`config.mk`:
```
export PLATFORM = sky130hd
export DESIGN_NAME = css_top
export DESIGN_NICKNAME = d
export VERILOG_FILES = /design/src/css_pkg.sv /design/src/css_sync.sv /design/src/css_top.sv
export SDC_FILE = /design/constraint.sdc
export NUM_CORES = 1
export LEC_CHECK = 0
export BUFFER_PORTS_ARGS = -buffer_cell sky130_fd_sc_hd__buf_2
export CORE_MARGIN = 2
export CORE_UTILIZATION = 50
export CTS_BUF_LIST = sky130_fd_sc_hd__clkbuf_8 sky130_fd_sc_hd__clkbuf_16
export DETAILED_ROUTE_END_ITERATION = 10
export PLACE_DENSITY_LB_ADDON = 0.3
export SKIP_CTS_REPAIR_TIMING = 1
export SYNTH_ARGS = -nofsm -noshare
export SYNTH_HDL_FRONTEND = slang
export SYNTH_SLANG_ARGS = --single-unit
```
`constraint.sdc`:
```
create_clock -name CLOCK -period 4.5 [get_ports CLOCK]
set_input_delay 0.9 -clock CLOCK [delete_from_list [all_inputs] [get_ports CLOCK]]
set_output_delay 0.9 -clock CLOCK [all_outputs]
set_load 0.01 [all_outputs]
```
`src/css_pkg.sv`:
```
// Package for the clock source select and switch block: types, offsets, reset values, timing.
// Assumes a 250 MHz system clock and an AXI4-Lite master with 8-bit byte addresses.
`default_nettype none
package css_pkg;

   // ****************************************************************
   // Register map (byte addresses) and reset values
   // ****************************************************************
   localparam logic [7:0] OFS_CTRL      = 8'h00;
   localparam logic [7:0] OFS_STATUS    = 8'h04;
   localparam logic [7:0] OFS_TRIM      = 8'h08;
   localparam logic [7:0] OFS_PINCTL    = 8'h0c;
   localparam logic [6:0] CTRL_RST      = 7'h00;
   localparam logic [7:0] TRIM_RST      = 8'h00;
   localparam logic [1:0] RESP_OKAY     = 2'h0;
   localparam logic [1:0] RESP_SLVERR   = 2'h2;

   // ****************************************************************
   // Timing: internal oscillator model as a phase accumulator
   // ****************************************************************
   localparam int unsigned CLK_KHZ      = 250000;
   localparam int unsigned IFS0_KHZ     = 4000;
   localparam int unsigned IFS1_KHZ     = 8000;
   localparam int unsigned IFS2_KHZ     = 12800;
   localparam int unsigned IFS3_KHZ     = 25600;
   localparam int unsigned NCO_W        = 16;
   localparam logic [23:0] INC_IFS0     = 24'((IFS0_KHZ * 65536 + CLK_KHZ / 2) / CLK_KHZ);
   localparam logic [23:0] INC_IFS1     = 24'((IFS1_KHZ * 65536 + CLK_KHZ / 2) / CLK_KHZ);
   localparam logic [23:0] INC_IFS2     = 24'((IFS2_KHZ * 65536 + CLK_KHZ / 2) / CLK_KHZ);
   localparam logic [23:0] INC_IFS3     = 24'((IFS3_KHZ * 65536 + CLK_KHZ / 2) / CLK_KHZ);
   localparam logic [23:0] TRIM_UNITY   = 24'h000200;
   localparam int unsigned TRIM_SHIFT   = 9;
   localparam logic [1:0]  EDGES_NEEDED = 2'h2;

   // ****************************************************************
   // Enumerations
   // ****************************************************************
   typedef enum logic [1:0] {SRC_INT = 2'h0, SRC_EXT = 2'h1, SRC_RC = 2'h2, SRC_XTAL = 2'h3} css_src_t;
   typedef enum logic [2:0] {SW_INT = 3'b001, SW_WAIT = 3'b010, SW_EXT = 3'b100} css_sw_t;
   typedef enum logic [1:0] {AUX_GPIO = 2'h0, AUX_CLKOUT = 2'h1, AUX_XTAL = 2'h2} css_aux_t;

   // ****************************************************************
   // Carriers
   // ****************************************************************
   typedef struct packed {
      logic       external_clock_enable;
      logic [1:0] crystal_range_select;
      logic [1:0] internal_freq_select;
      css_src_t   clock_source_option;
   } css_ctrl_t;

   typedef struct packed {
      logic [7:0]  awaddr;
      logic        awvalid;
      logic [31:0] wdata;
      logic [3:0]  wstrb;
      logic        wvalid;
      logic        bready;
      logic [7:0]  araddr;
      logic        arvalid;
      logic        rready;
   } css_axi_req_t;

   typedef struct packed {
      logic        awready;
      logic        wready;
      logic        bvalid;
      logic [1:0]  bresp;
      logic        arready;
      logic        rvalid;
      logic [31:0] rdata;
      logic [1:0]  rresp;
   } css_axi_rsp_t;

   typedef struct packed {
      logic crystal_source_clock;
      logic rc_source_clock;
      logic clock_in_pin;
   } css_srcclk_t;

endpackage
`default_nettype wire

```
`src/css_sync.sv`:
```
// Two-stage synchroniser for the source clocks arriving from outside the system clock domain.
// Assumes nothing reads the first stage except the second stage.
`timescale 1ns/1ps
`default_nettype none
module css_sync (
   input  wire logic                 CLOCK,
   input  wire logic                 SYS_RST,
   input  wire css_pkg::css_srcclk_t ASYNC_IN,
   output var  css_pkg::css_srcclk_t SYNC_OUT
);
   import css_pkg::*;

   typedef struct packed {
      css_srcclk_t stage1;
      css_srcclk_t stage2;
   } css_sync_state_t;

   css_sync_state_t st_ff;
   css_sync_state_t nxt_st;

   // ****************************************************************
   // Stage shift
   // ****************************************************************
   always_comb begin
      nxt_st        = st_ff;
      nxt_st.stage1 = ASYNC_IN;
      nxt_st.stage2 = st_ff.stage1;
   end

   always_ff @(posedge CLOCK) begin
      if (SYS_RST) begin
         st_ff <= '0;
      end else begin
         st_ff <= nxt_st;
      end
   end

   assign SYNC_OUT = st_ff.stage2;
endmodule
`default_nettype wire

```
`src/css_top.sv`:
```
// Clock source select and glitch-free switch, with AXI4-Lite register access.
// Assumes source clocks are far slower than CLOCK; the system unit drives STOP_OSC_ENABLE_IN on CLOCK.
//
// Local design decisions: register access over AXI4-Lite and the address map.
`timescale 1ns/1ps
`default_nettype none
// What this block does
// - Bus clock is source clock divided by four
// - Four internal frequencies, 4 MHz after reset
// - Times-four clock equals selected source frequency
// - Times-two clock is half times-four
// - Stop enable gates oscillators unless keep-alive
// - Signed 8-bit trim; larger value, slower clock
// - Factory trim never loaded automatically
// - Two external rising edges before switching
// - Set engaged first, then stop internal
// - External option enables pin; crystal drives aux
// - Clearing option and enable returns internal
// - External mode forces clock-out enable clear
// - Crystal mode dedicates aux pin to crystal
// - Internal or RC with clock-out enable set: aux outputs times-four clock, else GPIO
// - Source codes: internal, external, RC, crystal
// - Frequency codes 4.0, 8.0, 12.8, 25.6 MHz
// - Engaged status reads 1 on external source
module css_top (
   input  wire logic                  CLOCK,
   input  wire logic                  SYS_RST,
   input  wire css_pkg::css_axi_req_t AXI_REQ,
   output var  css_pkg::css_axi_rsp_t AXI_RSP,
   input  wire css_pkg::css_srcclk_t  SOURCE_CLOCKS,
   input  wire logic                  STOP_OSC_ENABLE_IN,
   input  wire logic                  AUX_GPIO_O,
   input  wire logic                  AUX_GPIO_OE,
   output var  logic                  BUS_CLOCK_TIMES_FOUR,
   output var  logic                  BUS_CLOCK_TIMES_TWO,
   output var  logic                  BUS_CLOCK,
   output var  logic                  EXTERNAL_CLOCK_ENGAGED,
   output var  logic                  INTERNAL_OSC_RUN,
   output var  logic [7:0]            INTERNAL_OSC_TRIM,
   output var  logic                  CRYSTAL_OSC_ENABLE,
   output var  logic [1:0]            CRYSTAL_RANGE_SELECT,
   output var  logic                  RC_OSC_ENABLE,
   output var  logic                  CLOCK_IN_PIN_ENABLE,
   output var  css_pkg::css_aux_t     AUX_PIN_FUNC,
   output var  logic                  AUX_PIN_O,
   output var  logic                  AUX_PIN_OE
);
   import css_pkg::*;

   typedef struct packed {
      css_axi_rsp_t rsp;
      css_ctrl_t    ctrl;
      logic [7:0]   trim;
      logic         clkout_en;
      logic         keep_alive;
      css_sw_t      sw;
      logic [1:0]   edge_cnt;
      logic         engaged;
      logic [NCO_W-1:0] nco;
      logic         x4;
      logic         x2;
      logic         bus;
      css_srcclk_t  src_prev;
      logic         int_run;
      logic         xtal_en;
      logic         rc_en;
      logic         pin_en;
      css_aux_t     aux_func;
      logic         aux_o;
      logic         aux_oe;
   } css_top_state_t;

   css_top_state_t st_ff;
   css_top_state_t nxt_st;
   css_srcclk_t    src_sync;

   // ****************************************************************
   // Source clock synchroniser
   // ****************************************************************
   css_sync u_sync (
      .CLOCK    (CLOCK),
      .SYS_RST  (SYS_RST),
      .ASYNC_IN (SOURCE_CLOCKS),
      .SYNC_OUT (src_sync)
   );

   function automatic logic [31:0] rd_mux(input logic [7:0] addr, input css_top_state_t s);
      logic [31:0] d;
      d = 32'h0;
      case ({addr[7:2], 2'b00})
         OFS_CTRL:   d = {25'h0, s.ctrl};
         OFS_STATUS: d = {29'h0, s.int_run, s.sw == SW_WAIT, s.engaged};
         OFS_TRIM:   d = {24'h0, s.trim};
         OFS_PINCTL: d = {30'h0, s.keep_alive, s.clkout_en};
         default:    d = 32'h0;
      endcase
      return d;
   endfunction

   function automatic logic addr_ok(input logic [7:0] addr);
      logic [7:0] a;
      a = {addr[7:2], 2'b00};
      return (a == OFS_CTRL) || (a == OFS_STATUS) || (a == OFS_TRIM) || (a == OFS_PINCTL);
   endfunction

   // ****************************************************************
   // Next-state logic
   // ****************************************************************
   always_comb begin
      logic        allowed;
      logic        ext_lvl;
      logic        ext_rise;
      logic        sel;
      logic [23:0] inc;
      logic [23:0] prod;
      logic [7:0]  wa;
      css_srcclk_t rise;
      nxt_st   = st_ff;
      allowed  = 1'b0;
      ext_lvl  = 1'b0;
      ext_rise = 1'b0;
      sel      = 1'b0;
      inc      = INC_IFS0;
      prod     = 24'h0;
      wa       = {AXI_REQ.awaddr[7:2], 2'b00};
      rise     = src_sync & ~st_ff.src_prev;

      // Bus slave, write path
      nxt_st.rsp.awready = 1'b0;
      nxt_st.rsp.wready  = 1'b0;
      nxt_st.rsp.arready = 1'b0;
      if (st_ff.rsp.bvalid && AXI_REQ.bready) begin
         nxt_st.rsp.bvalid = 1'b0;
      end
      if (!st_ff.rsp.awready && !st_ff.rsp.bvalid && AXI_REQ.awvalid && AXI_REQ.wvalid) begin
         nxt_st.rsp.awready = 1'b1;
         nxt_st.rsp.wready  = 1'b1;
      end
      if (st_ff.rsp.awready) begin
         nxt_st.rsp.bvalid = 1'b1;
         nxt_st.rsp.bresp  = addr_ok(AXI_REQ.awaddr) ? RESP_OKAY : RESP_SLVERR;
         if (AXI_REQ.wstrb[0]) begin
            case (wa)
               OFS_CTRL:   nxt_st.ctrl = css_ctrl_t'(AXI_REQ.wdata[6:0]);
               OFS_TRIM:   nxt_st.trim = AXI_REQ.wdata[7:0];
               OFS_PINCTL: begin
                  nxt_st.clkout_en  = AXI_REQ.wdata[0];
                  nxt_st.keep_alive = AXI_REQ.wdata[1];
               end
               default: ;
            endcase
         end
      end
      if (nxt_st.ctrl.clock_source_option == SRC_EXT) begin
         nxt_st.clkout_en = 1'b0;
      end

      // Bus slave, read path
      if (st_ff.rsp.rvalid && AXI_REQ.rready) begin
         nxt_st.rsp.rvalid = 1'b0;
      end
      if (!st_ff.rsp.arready && !st_ff.rsp.rvalid && AXI_REQ.arvalid) begin
         nxt_st.rsp.arready = 1'b1;
      end
      if (st_ff.rsp.arready) begin
         nxt_st.rsp.rvalid = 1'b1;
         nxt_st.rsp.rdata  = rd_mux(AXI_REQ.araddr, st_ff);
         nxt_st.rsp.rresp  = addr_ok(AXI_REQ.araddr) ? RESP_OKAY : RESP_SLVERR;
      end

      // External source pick
      nxt_st.src_prev = src_sync;
      case (st_ff.ctrl.clock_source_option)
         SRC_EXT: begin
            ext_lvl  = src_sync.clock_in_pin;
            ext_rise = rise.clock_in_pin;
         end
         SRC_RC: begin
            ext_lvl  = src_sync.rc_source_clock;
            ext_rise = rise.rc_source_clock;
         end
         SRC_XTAL: begin
            ext_lvl  = src_sync.crystal_source_clock;
            ext_rise = rise.crystal_source_clock;
         end
         default: begin
            ext_lvl  = 1'b0;
            ext_rise = 1'b0;
         end
      endcase

      // Switch sequencer
      case (st_ff.sw)
         SW_INT: begin
            if (st_ff.ctrl.external_clock_enable && st_ff.ctrl.clock_source_option != SRC_INT) begin
               nxt_st.sw       = SW_WAIT;
               nxt_st.edge_cnt = 2'h0;
            end
         end
         SW_WAIT: begin
            if (!st_ff.ctrl.external_clock_enable || st_ff.ctrl.clock_source_option == SRC_INT) begin
               nxt_st.sw = SW_INT;
            end else begin
               if (ext_rise && st_ff.edge_cnt < EDGES_NEEDED) begin
                  nxt_st.edge_cnt = st_ff.edge_cnt + 2'h1;
               end
               if (st_ff.edge_cnt >= EDGES_NEEDED && !st_ff.x4 && !ext_lvl) begin
                  nxt_st.engaged = 1'b1;
                  nxt_st.sw      = SW_EXT;
               end
            end
         end
         SW_EXT: begin
            if (!st_ff.ctrl.external_clock_enable && st_ff.ctrl.clock_source_option == SRC_INT) begin
               nxt_st.engaged = 1'b0;
               nxt_st.sw      = SW_INT;
            end
         end
         default: begin
            nxt_st.engaged = 1'b0;
            nxt_st.sw      = SW_INT;
         end
      endcase

      // Oscillator enables
      allowed          = STOP_OSC_ENABLE_IN || st_ff.keep_alive;
      nxt_st.int_run   = !st_ff.engaged && allowed;
      nxt_st.xtal_en   = (st_ff.ctrl.clock_source_option == SRC_XTAL) && allowed;
      nxt_st.rc_en     = (st_ff.ctrl.clock_source_option == SRC_RC) && allowed;
      nxt_st.pin_en    = nxt_st.ctrl.clock_source_option != SRC_INT;

      // Internal oscillator with trim
      case (st_ff.ctrl.internal_freq_select)
         2'h0:    inc = INC_IFS0;
         2'h1:    inc = INC_IFS1;
         2'h2:    inc = INC_IFS2;
         default: inc = INC_IFS3;
      endcase
      prod = inc * (TRIM_UNITY - {{16{st_ff.trim[7]}}, st_ff.trim});
      nxt_st.nco = st_ff.int_run ? st_ff.nco + prod[TRIM_SHIFT +: NCO_W] : '0;

      // Clock derivation
      sel       = st_ff.engaged ? ext_lvl : st_ff.nco[NCO_W-1];
      nxt_st.x4 = sel;
      if (sel && !st_ff.x4) begin
         nxt_st.x2 = !st_ff.x2;
         if (!st_ff.x2) begin
            nxt_st.bus = !st_ff.bus;
         end
      end

      // Auxiliary pin
      if (nxt_st.ctrl.clock_source_option == SRC_XTAL) begin
         nxt_st.aux_func = AUX_XTAL;
         nxt_st.aux_o    = !src_sync.clock_in_pin;
         nxt_st.aux_oe   = 1'b1;
      end else if (nxt_st.clkout_en) begin
         nxt_st.aux_func = AUX_CLKOUT;
         nxt_st.aux_o    = nxt_st.x4;
         nxt_st.aux_oe   = 1'b1;
      end else begin
         nxt_st.aux_func = AUX_GPIO;
         nxt_st.aux_o    = AUX_GPIO_O;
         nxt_st.aux_oe   = AUX_GPIO_OE;
      end
   end

   // ****************************************************************
   // State register
   // ****************************************************************
   always_ff @(posedge CLOCK) begin
      if (SYS_RST) begin
         st_ff      <= '0;
         st_ff.sw   <= SW_INT;
         st_ff.ctrl <= css_ctrl_t'(CTRL_RST);
         st_ff.trim <= TRIM_RST;
      end else begin
         st_ff <= nxt_st;
      end
   end

   assign AXI_RSP                = st_ff.rsp;
   assign BUS_CLOCK_TIMES_FOUR   = st_ff.x4;
   assign BUS_CLOCK_TIMES_TWO    = st_ff.x2;
   assign BUS_CLOCK              = st_ff.bus;
   assign EXTERNAL_CLOCK_ENGAGED = st_ff.engaged;
   assign INTERNAL_OSC_RUN       = st_ff.int_run;
   assign INTERNAL_OSC_TRIM      = st_ff.trim;
   assign CRYSTAL_OSC_ENABLE     = st_ff.xtal_en;
   assign CRYSTAL_RANGE_SELECT   = st_ff.ctrl.crystal_range_select;
   assign RC_OSC_ENABLE          = st_ff.rc_en;
   assign CLOCK_IN_PIN_ENABLE    = st_ff.pin_en;
   assign AUX_PIN_FUNC           = st_ff.aux_func;
   assign AUX_PIN_O              = st_ff.aux_o;
   assign AUX_PIN_OE             = st_ff.aux_oe;
endmodule
`default_nettype wire

```
==> impl_results.md <==
- Worst path depth: 6
- Drt total wl: 5332 um
- Slew headroom: 33.80%
- Final core occ: 58.51%
- Dpl ws: 1.580 ns
- CP endpoint kind: register
- DR top layer: met4
- Die Height: 78.06 um
- Antenna diode count: 0
- FF-to-FF End: AUX_PIN_O
- Nets: 402
- Int Power: 0.8750 mW
- Total number of vias: 2031
- Share of cells above drive strength 1: 29.62%
- Most frequent cells in the layout: buf_2, dfxtp_1, nor2_1
- Core area: 5205 um^2
- Yosys top cell area share: 41.61%
- Worst setup SP type: primary input
- Vias/cell: 4.942
- Post-Syn Area: 2743 um^2
- Final Instance Count excl. Fillers: 411
- Commonest non-fill, non-tap cell in the layout: buf_2
- Min-delay src: u_sync.nxt_st[1]
- Critical Path End: AUX_PIN_O
- Sequential power share: 46.1%
- Vias in the first global route: 1845
- Tot Pwr: 1.119 mW
- # IOs: 128
- Sequential-to-total area share from yosys stat: 41.61%
- Logic pwr share: 5.5%
- Status: completed
- Max Cap Violations: 0
- CTS Root Cell: clkbuf_8
- Largest net degree at the start of global routing: 56
- Initial core utilization: 52.69%
- Main area contributors after synthesis: dfxtp_1, buf_4, mux2i_1
- GP Congestion: 0.8105
- DRC: 0
- Cell Chain, Critical Path: buf_2 > nor4_4 > nand3_1 > mux2i_1 > a21oi_1 > o31a_1
- Worst EP arrival: 2.79 ns
- Initial antenna violation count: 0
- Clock latency on the worst-skew pair: 0.33 ns
- Post-synth cell types: 51
- HP Class: reg2reg
- Die area: 6093 um^2
- Fin. Hold Viols: 0
- Clock Skews: 0.007548 ns
- GR Overflow Total: 0
- Crit-path max cell delay: 0.55 ns
- CP required: 4.73 ns
- DR WL/cell: 12.97 um
- Min cycle time layout: 2.557 ns
- Placed cells: 395
- RSZ-0062 raised after global routing: false
- Clock share of power: 48.4%
- CP Max Fanout: 10
- Final worst slack: 1.943 ns
- CP bufs+invs: 1
- Met3 WL: 359 um
- Switch Pwr: 0.2444 mW
- Met2 wire length: 2380 um
- Clock slew at reported path FFs: 0.07 ns
- Crit-path leading delay family: simple AND/OR/NAND/NOR gates
- IO Port Bufs: 70
- Sum Neg Setup Slack: 0 ns
- R2r startpoint: AXI_RSP[40]
- Slowest CP cell: nand3_1
- Final HPWL DP: 3694 um
- Core Rows: 26
- CTS sink count: 57
- Fmax: 391.1 MHz
- Reg-to-reg slack, setup: 2.45 ns
- DR iter-0 viols: 165
- VDD IR max: 0.0002211 V
- Die width: 78.06 um
- CP Class: in2reg
- P_leak: 1.411 nW
- CTS tree: built
- Sw Share: 21.83%
- Power Dens Cells: 367.6 nW/um^2
- YS warnings: 0
- Gate Count Post-Synth: 297
- Antenna-violating nets left: 0
- Clock Tree Buf Depth: 2
- Num CTS Buffers: 9
- Final setup fails: 0
- Met1 WL: 2493 um
- Total Routing Usage GR: 18.19%
- Synth Area per Inst: 9.234 um^2
- First-pass GRT wire length: 8721 um
- R2R depth: 5
- Slew Viols, Final: 0
- Worst slew pin tran: 0.9930 ns
- CP startpoint: AXI_REQ[56]
- H-tree depth: 3
- Yosys top cell by area: dfxtp_1
- Fin crit share: 56.82%
- Yosys reg bits: 57
- First-pass DRT Iterations: 4
- Area grow syn2layout: 11.04%
-- flip-flops by register name, summed over array words and instances (netlist names), 2 cells and up --
| name | cells |
|---|---|
| AXI_RSP | 14 |
| INTERNAL_OSC_TRIM | 8 |
| AUX_PIN_FUNC | 2 |
| CRYSTAL_RANGE_SELECT | 2 |
| u_sync.nxt_st | 3 |
| st_ff | 15 |
| u_sync.SYNC_OUT | 3 |
-- worst register-to-register path, stage by stage, from the launching register on --
cell and delay [ns]:
dfxtp_1 0.43, and2_1 0.22, nand3_1 0.48, mux2i_1 0.55, a21oi_1 0.13, o31a_1 0.15
-- metal layers --
metal / vias up / global-route usage [%]
met5: - / 0
met4: 0 / 9.298
met3: 9 / 4.138
met2: 78 / 27.84
met1: 924 / 24.09
li1: 1020 / -
-- metrics by stage --
stage | instance area, um^2 | hold WS, ns
floorplan | 2836 | 0.4138
global placement | 2816 | 0.4278
detailed placement | 2816 | 0.4287
CTS | 3045 | 0.4453
global route | 3045 | 0.4626
finish | 3045 | 0.4386
-- how the worst min path moves through the flow --
stage | endpoint | slack (ns) | cells past startpoint
2_1_floorplan | u_sync.SYNC_OUT[0] | 0.41 | 1
3_3_place_gp | u_sync.SYNC_OUT[2] | 0.43 | 1
3_5_place_dp | u_sync.SYNC_OUT[0] | 0.43 | 1
4_1_cts | u_sync.SYNC_OUT[0] | 0.45 | 1
5_1_grt | u_sync.SYNC_OUT[1] | 0.46 | 1
6_report | u_sync.SYNC_OUT[1] | 0.44 | 1
-- cell usage after synthesis, drive strengths merged --
| cell | count |
|---|---|
| o2111a | 1 |
| maj3 | 1 |
| o31a | 1 |
| mux2 | 5 |
| o22a | 1 |
| mux4 | 2 |
| and2 | 2 |
| a211o | 1 |
| o21a | 1 |
| nor3 | 6 |
| a31oi | 2 |
| nor3b | 3 |
| nor4 | 3 |
| a221oi | 2 |
| nor2 | 45 |
| xnor2 | 1 |
| conb | 1 |
| or4b | 2 |
| or3 | 1 |
| inv | 5 |
| a211oi | 2 |
| nand2 | 11 |
| nand3 | 1 |
| a32oi | 1 |
| clkbuf | 9 |
| a22oi | 7 |
| mux2i | 19 |
| o21ai | 8 |
| ha | 1 |
| dfxtp | 57 |
| o21bai | 3 |
| or3b | 2 |
| nor2b | 11 |
| o2bb2ai | 1 |
| buf | 58 |
| and3b | 2 |
| and4b | 1 |
| or2 | 2 |
| nand2b | 3 |
| o31ai | 1 |
| nor4b | 1 |
| or4 | 1 |
| o22ai | 1 |
| a21oi | 8 |
-- cell families after synthesis --
group | synth area share (%)
adder cells (fa/ha/maj) | 0.8211
multiplexers | 10.63
AND/OR/NAND/NOR | 18.70
AO/OA/AOI/OAI | 10.22
flip-flops | 41.61
other | 0.1367
buffers and inverters | 17.56
XOR/XNOR | 0.3194
-- power by group through the flow --
stage / combinational, mW / clock [mW] / sequential (mW)
3_3_place_gp: 0.0600 / 0 / 0.527
6_report: 0.0612 / 0.542 / 0.516
3_5_place_dp: 0.0610 / 0 / 0.528
2_1_floorplan: 0.0554 / 0 / 0.527
5_1_grt: 0.0681 / 0.575 / 0.517
4_1_cts: 0.0612 / 0.554 / 0.516
-- layout make-up --
| type | count | area (um^2) |
|---|---|---|
| flip-flops and latches | 57 | 1141 |
| inverters | 5 | 18.77 |
| clock inverters | 5 | 77.57 |
| well taps | 70 | 87.58 |
| fillers | 498 | 2160 |
| clock buffers | 11 | 151.4 |
| multi-input cells | 193 | 1219 |
| repair buffers | 70 | 350.3 |
Note: power is estimated with default switching activity, not from simulation.
